$ cat src/design/tscg_pkg.sv
// Constants shared by the two-channel stop capture and gating block
package tscg_pkg;

  // Bus geometry
  localparam int          ADDR_W             = 6;
  localparam int          DATA_W             = 32;

  // Register indices; byte address is four times the index
  localparam int          REG_IDX_EDGE_EN    = 0;
  localparam int          REG_IDX_SW_DIS     = 2;
  localparam int          REG_IDX_CMD        = 4;
  localparam int          REG_IDX_GATE       = 5;
  localparam int          REG_IDX_POWER      = 6;
  localparam int          REG_IDX_RESULT_A   = 8;
  localparam int          REG_IDX_RESULT_B   = 9;
  localparam int          REG_IDX_STATUS     = 10;
  localparam int          REG_IDX_COUNTERS   = 11;

  // Field positions
  localparam int          EDGE_RISE_LSB      = 0;
  localparam int          EDGE_FALL_LSB      = 3;
  localparam int          SW_DIS_W           = 6;
  localparam int          CMD_DELAY_LSB      = 0;
  localparam int          CMD_MASTER_BIT     = 22;
  localparam int          GATE_OFFSET_LSB    = 0;
  localparam int          GATE_STOP_BIT      = 18;
  localparam int          GATE_START_BIT     = 19;
  localparam int          POWER_EN_BIT       = 0;
  localparam int          CNT_B_LSB          = 8;

  // Widths
  localparam int          OFFSET_W           = 18;
  localparam int          TIME_W             = 11;
  localparam int          RESULT_W           = 23;
  localparam int          COUNT_W            = 8;
  localparam int          HIT_DEPTH          = 32;

  // Reset values
  localparam logic [5:0]  EDGE_EN_RST        = 6'h3F;
  localparam logic [5:0]  SW_DIS_RST         = 6'h00;

  // Timing figures and derived cycle counts
  localparam int          CLK_PERIOD_PS      = 20000;
  localparam int          PAIR_BASE_PS       = 5500;
  localparam int          PAIR_STEP_PS       = 1000;
  localparam int          STOP_OPEN_PS       = 7000;
  localparam int          STOP_OPEN_CYCLES   = (STOP_OPEN_PS + CLK_PERIOD_PS - 1) / CLK_PERIOD_PS;
  localparam int          REARM_PS           = 40000;
  localparam int          REARM_CYCLES       = (REARM_PS + CLK_PERIOD_PS - 1) / CLK_PERIOD_PS;
  localparam longint      RANGE_PS           = 64'd40_000_000;
  localparam int          RANGE_CYCLES       = int'(RANGE_PS / CLK_PERIOD_PS);
  localparam int          VALID_PS           = 107000;
  localparam int          VALID_CYCLES       = VALID_PS / CLK_PERIOD_PS;

endpackage

$ cat src/design/tscg_hit_fifo.sv
// Hit result buffer held in flip-flops, with clear, full and empty
module tscg_hit_fifo #(
  parameter int WIDTH = 23,
  parameter int DEPTH = 32
) (
  input  wire logic             ref_clk_i,
  input  wire logic             rst_b_i,
  input  wire logic             clear_i,
  input  wire logic             push_i,
  input  wire logic [WIDTH-1:0] push_data_i,
  input  wire logic             pop_i,
  output logic      [WIDTH-1:0] head_o,
  output logic                  empty_o,
  output logic                  full_o
);

  localparam int PW = $clog2(DEPTH);

  logic [WIDTH-1:0] mem [DEPTH];
  logic [PW-1:0]    wr_ptr;
  logic [PW-1:0]    rd_ptr;
  logic [PW:0]      count;
  logic             do_push;
  logic             do_pop;

  assign do_push = push_i && !full_o;
  assign do_pop  = pop_i && !empty_o;
  assign head_o  = mem[rd_ptr];

  ////////////////////////////////////////////////////////////////////////////
  // Storage
  always_ff @(posedge ref_clk_i) begin
    if (do_push) begin
      mem[wr_ptr] <= push_data_i;
    end
  end

  ////////////////////////////////////////////////////////////////////////////
  // Pointers and flags
  always_ff @(posedge ref_clk_i) begin
    if (!rst_b_i || clear_i) begin
      wr_ptr  <= '0;
      rd_ptr  <= '0;
      count   <= '0;
      empty_o <= 1'b1;
      full_o  <= 1'b0;
    end else begin
      if (do_push) begin
        wr_ptr <= (wr_ptr == PW'(DEPTH - 1)) ? '0 : wr_ptr + 1'b1;
      end
      if (do_pop) begin
        rd_ptr <= (rd_ptr == PW'(DEPTH - 1)) ? '0 : rd_ptr + 1'b1;
      end
      if (do_push && !do_pop) begin
        count   <= count + 1'b1;
        empty_o <= 1'b0;
        full_o  <= (count == (PW+1)'(DEPTH - 1));
      end else if (do_pop && !do_push) begin
        count   <= count - 1'b1;
        empty_o <= (count == (PW+1)'(1));
        full_o  <= 1'b0;
      end
    end
  end

endmodule

$ cat src/design/tscg_stop_capture.sv
// Two-channel stop capture with input gating, counters and result buffers
module tscg_stop_capture
  import tscg_pkg::*;
#(
  parameter int HIT_DEPTH_P = tscg_pkg::HIT_DEPTH
) (
  input  wire logic                        ref_clk_i,
  input  wire logic                        rst_b_i,
  input  wire logic [tscg_pkg::ADDR_W-1:0] avs_address_i,
  input  wire logic                        avs_read_i,
  input  wire logic                        avs_write_i,
  input  wire logic [tscg_pkg::DATA_W-1:0] avs_writedata_i,
  input  wire logic [3:0]                  avs_byteenable_i,
  output logic      [tscg_pkg::DATA_W-1:0] avs_readdata_o,
  output logic                             avs_waitrequest_o,
  input  wire logic                        start_i,
  input  wire logic                        stop_input_one_i,
  input  wire logic                        stop_input_two_i,
  input  wire logic                        start_hw_disable_i,
  input  wire logic [3:0]                  stop_hw_disable_pin_i,
  output logic      [1:0]                  result_buffer_empty_flag_o,
  output logic                             diff_input_power_enable_o
);

  import tscg_pkg::*;

  ////////////////////////////////////////////////////////////////////////////
  // Functions
  function automatic logic [DATA_W-1:0] be_merge(input logic [DATA_W-1:0] old_v,
                                                 input logic [DATA_W-1:0] new_v,
                                                 input logic [3:0]        be);
    logic [DATA_W-1:0] res;
    res = old_v;
    for (int i = 0; i < 4; i++) begin
      if (be[i]) begin
        res[8*i +: 8] = new_v[8*i +: 8];
      end
    end
    return res;
  endfunction

  function automatic logic [1:0] pair_holdoff(input logic [1:0] sel);
    int ps;
    ps = PAIR_BASE_PS + PAIR_STEP_PS * int'(sel);
    return 2'((ps + CLK_PERIOD_PS - 1) / CLK_PERIOD_PS - 1);
  endfunction

  ////////////////////////////////////////////////////////////////////////////
  // Declarations
  logic [5:0]          edge_en;
  logic [5:0]          sw_dis;
  logic [1:0]          edge_delay_select;
  logic [OFFSET_W-1:0] start_offset;
  logic                stop_gate_until_start;
  logic                start_close_after_first;
  logic [3:0]          reg_idx;
  logic                access;
  logic                wr_en;
  logic                rd_en;
  logic [DATA_W-1:0]   wmerged;
  logic [DATA_W-1:0]   edge_en_wr;
  logic [DATA_W-1:0]   sw_dis_wr;
  logic                mrst;
  logic [1:0]          rearm_cnt;
  logic                inputs_open;
  logic [2:0]          in_prev;
  logic [2:0]          in_now;
  logic [2:0]          rise;
  logic [2:0]          fall;
  logic                start_seen;
  logic                start_acc;
  logic [1:0]          open_cnt;
  logic                stop_window;
  logic [TIME_W-1:0]   time_cnt;
  logic                over_range;
  logic [3:0]          stop_edge;
  logic [3:0]          path_en;
  logic [3:0]          path_dis;
  logic [1:0]          holdoff [4];
  logic [3:0]          stop_acc;
  logic [COUNT_W-1:0]  stop_hit_counter_a;
  logic [COUNT_W-1:0]  stop_hit_counter_b;
  logic [RESULT_W-1:0] result_word;
  logic [1:0]          push;
  logic [1:0]          pop;
  logic [RESULT_W-1:0] head [2];
  logic [1:0]          fifo_empty;
  logic [1:0]          fifo_full;

  ////////////////////////////////////////////////////////////////////////////
  // Avalon slave decode: one wait cycle then a single ready cycle
  assign reg_idx = avs_address_i[ADDR_W-1:2];
  assign access  = (avs_read_i || avs_write_i) && avs_waitrequest_o;
  assign wr_en   = access && avs_write_i;
  assign rd_en   = access && avs_read_i;
  assign wmerged    = be_merge('0, avs_writedata_i, avs_byteenable_i);
  assign edge_en_wr = be_merge(DATA_W'(edge_en), avs_writedata_i, avs_byteenable_i);
  assign sw_dis_wr  = be_merge(DATA_W'(sw_dis), avs_writedata_i, avs_byteenable_i);

  always_ff @(posedge ref_clk_i) begin
    if (!rst_b_i) begin
      avs_waitrequest_o <= 1'b1;
    end else begin
      avs_waitrequest_o <= !access;
    end
  end

  ////////////////////////////////////////////////////////////////////////////
  // Configuration registers, untouched by master reset
  always_ff @(posedge ref_clk_i) begin
    if (!rst_b_i) begin
      edge_en                   <= EDGE_EN_RST;
      sw_dis                    <= SW_DIS_RST;
      edge_delay_select         <= '0;
      start_offset              <= '0;
      stop_gate_until_start     <= 1'b0;
      start_close_after_first   <= 1'b0;
      diff_input_power_enable_o <= 1'b0;
    end else if (wr_en) begin
      unique case (int'(reg_idx))
        REG_IDX_EDGE_EN: begin
          edge_en <= edge_en_wr[5:0];
        end
        REG_IDX_SW_DIS: begin
          sw_dis <= sw_dis_wr[SW_DIS_W-1:0];
        end
        REG_IDX_CMD: begin
          if (avs_byteenable_i[0]) begin
            edge_delay_select <= avs_writedata_i[CMD_DELAY_LSB +: 2];
          end
        end
        REG_IDX_GATE: begin
          if (avs_byteenable_i[0]) begin
            start_offset[7:0] <= avs_writedata_i[7:0];
          end
          if (avs_byteenable_i[1]) begin
            start_offset[15:8] <= avs_writedata_i[15:8];
          end
          if (avs_byteenable_i[2]) begin
            start_offset[OFFSET_W-1:16]  <= avs_writedata_i[OFFSET_W-1:16];
            stop_gate_until_start   <= avs_writedata_i[GATE_STOP_BIT];
            start_close_after_first <= avs_writedata_i[GATE_START_BIT];
          end
        end
        REG_IDX_POWER: begin
          if (avs_byteenable_i[0]) begin
            diff_input_power_enable_o <= avs_writedata_i[POWER_EN_BIT];
          end
        end
        default: begin
        end
      endcase
    end
  end

  ////////////////////////////////////////////////////////////////////////////
  // Master reset and re-arm delay
  // Master reset command
  assign mrst        = wr_en && (int'(reg_idx) == REG_IDX_CMD) && wmerged[CMD_MASTER_BIT];
  assign inputs_open = (rearm_cnt == '0);

  always_ff @(posedge ref_clk_i) begin
    if (!rst_b_i) begin
      rearm_cnt <= '0;
    end else if (mrst) begin
      rearm_cnt <= 2'(REARM_CYCLES);
    end else if (!inputs_open) begin
      rearm_cnt <= rearm_cnt - 1'b1;
    end
  end

  ////////////////////////////////////////////////////////////////////////////
  // Edge detection on start and both stop inputs
  assign in_now = {stop_input_two_i, stop_input_one_i, start_i};
  assign rise   = in_now & ~in_prev;
  assign fall   = ~in_now & in_prev;

  always_ff @(posedge ref_clk_i) begin
    if (!rst_b_i) begin
      in_prev <= '0;
    end else begin
      in_prev <= in_now;
    end
  end

  ////////////////////////////////////////////////////////////////////////////
  // Start acceptance and start gating
  // Start accept gating
  assign start_acc = inputs_open && diff_input_power_enable_o && !start_hw_disable_i
                     && ((rise[0] && edge_en[EDGE_RISE_LSB])
                         || (fall[0] && edge_en[EDGE_FALL_LSB]))
                     && !(start_close_after_first && start_seen);

  assign stop_window = !stop_gate_until_start || (start_seen && (open_cnt == '0));

  always_ff @(posedge ref_clk_i) begin
    if (!rst_b_i || mrst) begin
      start_seen <= 1'b0;
      open_cnt   <= '0;
    end else if (start_acc) begin
      start_seen <= 1'b1;
      open_cnt   <= 2'(STOP_OPEN_CYCLES - 1);
    end else if (open_cnt != '0) begin
      open_cnt <= open_cnt - 1'b1;
    end
  end

  assign over_range = (time_cnt == TIME_W'(RANGE_CYCLES));

  always_ff @(posedge ref_clk_i) begin
    if (!rst_b_i || mrst) begin
      time_cnt <= '0;
    end else if (start_acc) begin
      time_cnt <= '0;
    end else if (start_seen && !over_range) begin
      time_cnt <= time_cnt + 1'b1;
    end
  end

  ////////////////////////////////////////////////////////////////////////////
  // Stop path gating: 0 one-rise, 1 one-fall, 2 two-rise, 3 two-fall
  assign stop_edge = {fall[2], rise[2], fall[1], rise[1]};
  assign path_en   = {edge_en[EDGE_FALL_LSB+2], edge_en[EDGE_RISE_LSB+2],
                      edge_en[EDGE_FALL_LSB+1], edge_en[EDGE_RISE_LSB+1]};

  assign path_dis = stop_hw_disable_pin_i | {{2{|sw_dis[5:3]}}, {2{|sw_dis[2:0]}}};

  always_comb begin
    for (int p = 0; p < 4; p++) begin
      stop_acc[p] = inputs_open && diff_input_power_enable_o && stop_edge[p]
                    && path_en[p] && !path_dis[p] && stop_window
                    && (holdoff[p] == '0) && !over_range;
    end
  end

  always_ff @(posedge ref_clk_i) begin
    for (int p = 0; p < 4; p++) begin
      if (!rst_b_i || mrst) begin
        holdoff[p] <= '0;
      end else if (stop_acc[p]) begin
        holdoff[p] <= pair_holdoff(edge_delay_select);
      end else if (holdoff[p] != '0) begin
        holdoff[p] <= holdoff[p] - 1'b1;
      end
    end
  end

  ////////////////////////////////////////////////////////////////////////////
  // Stop counters
  // Rising edge counters
  always_ff @(posedge ref_clk_i) begin
    if (!rst_b_i || mrst) begin
      stop_hit_counter_a <= '0;
      stop_hit_counter_b <= '0;
    end else if (diff_input_power_enable_o) begin
      if (rise[1]) begin
        stop_hit_counter_a <= stop_hit_counter_a + 1'b1;
      end
      if (rise[2]) begin
        stop_hit_counter_b <= stop_hit_counter_b + 1'b1;
      end
    end
  end

  ////////////////////////////////////////////////////////////////////////////
  // Result buffers
  // Offset added to interval
  assign result_word = RESULT_W'(time_cnt) + RESULT_W'(start_offset);
  assign push        = {stop_acc[2] || stop_acc[3], stop_acc[0] || stop_acc[1]};
  assign pop[0]      = rd_en && (int'(reg_idx) == REG_IDX_RESULT_A);
  assign pop[1]      = rd_en && (int'(reg_idx) == REG_IDX_RESULT_B);

  for (genvar c = 0; c < 2; c++) begin : g_buf
    tscg_hit_fifo #(
      .WIDTH (RESULT_W),
      .DEPTH (HIT_DEPTH_P)
    ) u_fifo (
      .ref_clk_i   (ref_clk_i),
      .rst_b_i     (rst_b_i),
      .clear_i     (mrst),
      .push_i      (push[c]),
      .push_data_i (result_word),
      .pop_i       (pop[c]),
      .head_o      (head[c]),
      .empty_o     (fifo_empty[c]),
      .full_o      (fifo_full[c])
    );
  end

  assign result_buffer_empty_flag_o = fifo_empty;

  ////////////////////////////////////////////////////////////////////////////
  // Read data
  // Result words and status
  always_ff @(posedge ref_clk_i) begin
    if (!rst_b_i) begin
      avs_readdata_o <= '0;
    end else if (rd_en) begin
      unique case (int'(reg_idx))
        REG_IDX_EDGE_EN:  avs_readdata_o <= 32'(edge_en);
        REG_IDX_SW_DIS:   avs_readdata_o <= 32'(sw_dis);
        REG_IDX_CMD:      avs_readdata_o <= 32'(edge_delay_select);
        REG_IDX_GATE:     avs_readdata_o <= 32'({start_close_after_first,
                                                 stop_gate_until_start, start_offset});
        REG_IDX_POWER:    avs_readdata_o <= 32'(diff_input_power_enable_o);
        REG_IDX_RESULT_A: avs_readdata_o <= fifo_empty[0] ? '0 : 32'(head[0]);
        REG_IDX_RESULT_B: avs_readdata_o <= fifo_empty[1] ? '0 : 32'(head[1]);
        REG_IDX_STATUS:   avs_readdata_o <= 32'({fifo_full, inputs_open, over_range,
                                                 start_seen, fifo_empty});
        REG_IDX_COUNTERS: avs_readdata_o <= 32'({stop_hit_counter_b, stop_hit_counter_a});
        default:          avs_readdata_o <= '0;
      endcase
    end
  end
endmodule

$ cat config.mk
export PLATFORM = sky130hd
export DESIGN_NAME = tscg_stop_capture
export DESIGN_NICKNAME = d
export VERILOG_FILES = /design/src/design/tscg_pkg.sv /design/src/design/tscg_hit_fifo.sv /design/src/design/tscg_stop_capture.sv
export SDC_FILE = /design/constraint.sdc
export NUM_CORES = 1
export LEC_CHECK = 0
export BUFFER_PORTS_ARGS = -buffer_cell sky130_fd_sc_hd__buf_2
export CORE_MARGIN = 1
export CORE_UTILIZATION = 45
export DETAILED_ROUTE_END_ITERATION = 6
export SYNTH_ARGS = -nofsm -noshare
export SYNTH_HDL_FRONTEND = slang
export SYNTH_SLANG_ARGS = --single-unit
$ cat constraint.sdc
create_clock -name ref_clk_i -period 7.6 [get_ports ref_clk_i]
set_input_delay 0.76 -clock ref_clk_i [delete_from_list [all_inputs] [get_ports ref_clk_i]]
set_output_delay 0.76 -clock ref_clk_i [all_outputs]
set_load 0.01 [all_outputs]
==> run_results.csv <==
group,metric,value,unit
power,p_leak,0.0189,µW
grt,grt_usage,22.6,%
timing,tns,0,ns
yosys,async_reset_ff_share,0,%
timing,final_max_slew_viol_count,0,
timing,worst_pin_slew,1.28,ns
detailed_routing,route.met3.wl,11.4,mm
yosys,synth_cell_types,77,
worst_setup_path,crit_path_start_kind,"flip-flop",
final_layout,layout-drive-gt1-share,23.1,%
run,drv_cap,0,
clock_tree,max-clock-path-buffers,3,
power,powerDensity,242,nW/µm²
final_layout,stdcell_count,4903,
timing,relSlewSlack,14.5,%
yosys,synth_area,54400,µm²
floorplanning,io-pin-count,90,
power,vdd_drop_max,0.000279,V
placement,portBuffers,63,
floorplanning,dieWidth,350,µm
timing,finClkSkew,0.0227,ns
detailed_routing,met2WireLength,66.3,mm
worst_setup_path,end_kind,"flip-flop",
yosys,avgSynthCellArea,17.9,µm²
detailed_routing,firstDrtPassIters,6,
run_status,outcome,"finished clean",
min_path,hold_class,"in2reg",
yosys,synth-main-ff-cell,"edfxtp_1",
clock_tree,cts.sinks,1361,
yosys,yosysWarnings,0,
clock_tree,cts_buffers,142,
clock_tree,cts_tree,"done",
detailed_routing,antenna_left,0,
worst_setup_path,path_class,"reg2reg",
detailed_routing,drc_errors,0,
yosys,netlist_instances,3032,
detailed_routing,wirelength,137,mm
grt,antenna_found_initial,8,
grt,grt_pass1_vias,29100,
timing,period_share,51.6,%
placement,place_congestion,0.895,
floorplanning,die_area,122000,µm²
worst_setup_path,crit_fanout,19,
clock_tree,cts_hold_buf,0,
timing,grt_setup_unrepaired,"no",
detailed_routing,first_iter_violations,3091,
detailed_routing,via_per_inst,5.92,
clock_tree,cts.repair.resized,0,
yosys,ys_seq_area_share,72.7,%
timing,hold_ws,0.254,ns
final_layout,fin_util,51.3,%
detailed_routing,wl_met1,54.6,mm
power,power,14900,µW
timing,finalSetupViolCount,0,
clock_tree,clk_pin_slew,0.06,ns
yosys,synth-edff-count,1224,
clock_tree,cts_setup_buffers,0,
final_layout,fin_nets,3269,
yosys,ys_seq_elements,1361,
final_layout,area_delta_synth_final,13.1,%
placement,dp.cells,4640,
floorplanning,rows,127,
detailed_routing,via_count,29000,
grt,grt_overflow,0,
clock_tree,worstSkewPairLatency,0.75,ns
grt,grt_max_degree,65,
timing,finalHoldViolations,0,
detailed_routing,wl_per_cell,27.9,µm
timing,maxClockFrequency,255,MHz
worst_setup_path,cp.arrival,4.28,ns
worst_setup_path,cp.required,7.95,ns
floorplanning,die_h,350,µm
clock_tree,clock-root-buffer,"clkbuf_16",
floorplanning,core_area,120000,µm²
detailed_routing,top_layer_used,"met5",
floorplanning,initial_utilization,45.4,%
worst_setup_path,reg2reg_slack,3.68,ns
grt,grt_pass1_wl,197,mm
placement,dp_hpwl,82.4,mm
clock_tree,htree_levels,4,
timing,fin_crit,3.92,ns
## cell families after synthesis
| group | count (synthesis) | synth area share (%) |
|---|---|---|
| muxes | 427 | 14.2 |
| AOI/OAI and AO/OA | 324 | 4.07 |
| xor gates and xnor gates | 49 | 0.789 |
| other | 1 | 0.00690 |
| DFF | 1361 | 72.7 |
| and+or+nand+nor | 608 | 5.47 |
| adders and majority gates | 43 | 1.00 |
| buffers and inverters | 219 | 1.80 |
## per-stage QoR
step,worst slack [ns],cell area [µm²]
floorplan,1.01,54400
global placement,3.63,57000
detailed placement,3.67,57000
CTS,3.69,61500
global route,3.42,61500
finish,3.68,61500
## worst paths after layout
| kind | start | to | cells after the start |
|---|---|---|---|
| setup reg to reg | diff_input_power_enable_o | g_buf[0].u_fifo.mem[2][8] | 7 |
| setup / recovery | diff_input_power_enable_o | g_buf[0].u_fifo.mem[2][8] | 7 |
| hold / removal | start_i | in_prev[0] | 2 |
| hold reg to reg | rearm_cnt[0] | rearm_cnt[0] | 1 |
## report_power, final
part | switching (µW) | internal, µW | total, µW
registers | 14.6 | 8080 | 8090
clock network | 2850 | 3770 | 6620
logic | 114 | 58.3 | 172
## cell usage in the layout (no fill, tap or decap), types with 11 or more instances in the layout
| cell type | instances |
|---|---|
| edfxtp_1 | 1224 |
| mux4_2 | 275 |
| nand2_1 | 168 |
| clkbuf_16 | 146 |
| mux2i_1 | 144 |
| dfxtp_1 | 129 |
| nor2_1 | 113 |
| buf_4 | 104 |
| a21oi_1 | 77 |
| buf_2 | 63 |
| nor2_2 | 60 |
| nand3_1 | 51 |
| o21ai_0 | 50 |
| nor2b_1 | 41 |
| ha_1 | 41 |
| inv_1 | 35 |
| clkbuf_1 | 31 |
| clkinv_2 | 29 |
| clkinv_1 | 28 |
| a22oi_1 | 28 |
| nor3_1 | 27 |
| and2_1 | 26 |
| a221oi_1 | 25 |
| xor2_1 | 22 |
| nand4_1 | 18 |
| a31oi_1 | 18 |
| and3_1 | 16 |
| o211ai_1 | 16 |
| o221ai_1 | 15 |
| xnor2_1 | 15 |
| nand2b_1 | 13 |
| or3_1 | 13 |
| a211oi_1 | 13 |
| conb_1 | 12 |
| nor3b_1 | 11 |
## critical path: stages (launching register included)
cell and delay, ns:
dfxtp_1 0.50, or3b_1 0.44, a21oi_2 0.24, nand3_2 0.18
or3b_1 0.50, inv_1 0.21, nand2_1 0.37, nor2_2 1.07
## cell type report
| cell class | instances | area [µm²] |
|---|---|---|
| repair buffers | 167 | 1100 |
| clock buffers | 179 | 3800 |
| flip-flops and latches | 1361 | 39500 |
| inverters | 37 | 139 |
| well taps | 1612 | 2020 |
| multi-input cells | 1463 | 14300 |
| fillers | 9608 | 58300 |
| diodes | 3 | 7.51 |
| clock inverters | 81 | 639 |
## flip-flops by register name (all words and copies together), names as in the netlist, 2 cells and up, named ones only
register and count:
avs_readdata_o 20, edge_delay_select 2, edge_en 6, g_buf.u_fifo.count 12, g_buf.u_fifo.empty_o 2, g_buf.u_fifo.full_o 2, g_buf.u_fifo.mem 1216, g_buf.u_fifo.rd_ptr 10
g_buf.u_fifo.wr_ptr 10, holdoff 8, in_prev 3, open_cnt 2, rearm_cnt 2, start_offset 18, stop_hit_counter_a 8, stop_hit_counter_b 8
sw_dis 6, time_cnt 11
## synthesized netlist by cell type, types with 9 or more instances
| cell type | count | share of area [%] |
|---|---|---|
| nor2_1 | 173 | 1.2 |
| o211ai_1 | 16 | 0.22 |
| xnor2_1 | 23 | 0.37 |
| nand2_1 | 169 | 1.2 |
| a21oi_1 | 78 | 0.72 |
| nand3_1 | 51 | 0.47 |
| nor3_1 | 27 | 0.25 |
| inv_1 | 36 | 0.25 |
| clkbuf_1 | 93 | 0.64 |
| nand2b_1 | 13 | 0.15 |
| nand4_1 | 18 | 0.21 |
| xor2_1 | 26 | 0.42 |
| o21ai_0 | 50 | 0.46 |
| nor2b_1 | 41 | 0.47 |
| and3_1 | 16 | 0.18 |
| or3_1 | 14 | 0.16 |
| a2111oi_0 | 9 | 0.15 |
| a31oi_1 | 18 | 0.21 |
| nand3b_1 | 9 | 0.12 |
| buf_1 | 13 | 0.090 |
| a22oi_1 | 28 | 0.39 |
| mux2i_1 | 144 | 2.7 |
| o221ai_1 | 15 | 0.24 |
| buf_4 | 21 | 0.29 |
| nor3b_1 | 11 | 0.15 |
| and2_1 | 26 | 0.30 |
| a211oi_1 | 14 | 0.19 |
| buf_2 | 53 | 0.49 |
| ha_1 | 42 | 0.97 |
| mux4_2 | 275 | 11 |
| edfxtp_1 | 1224 | 68 |
| dfxtp_1 | 137 | 5.0 |
| a221oi_1 | 25 | 0.40 |
## routing by layer
layer,up-vias,GRT usage [%]
met5,-,0
met4,8,8.28
met3,229,4.85
met2,1191,36.5
met1,15200,30.1
li1,12400,-
Power figures use the tool's default switching activity.
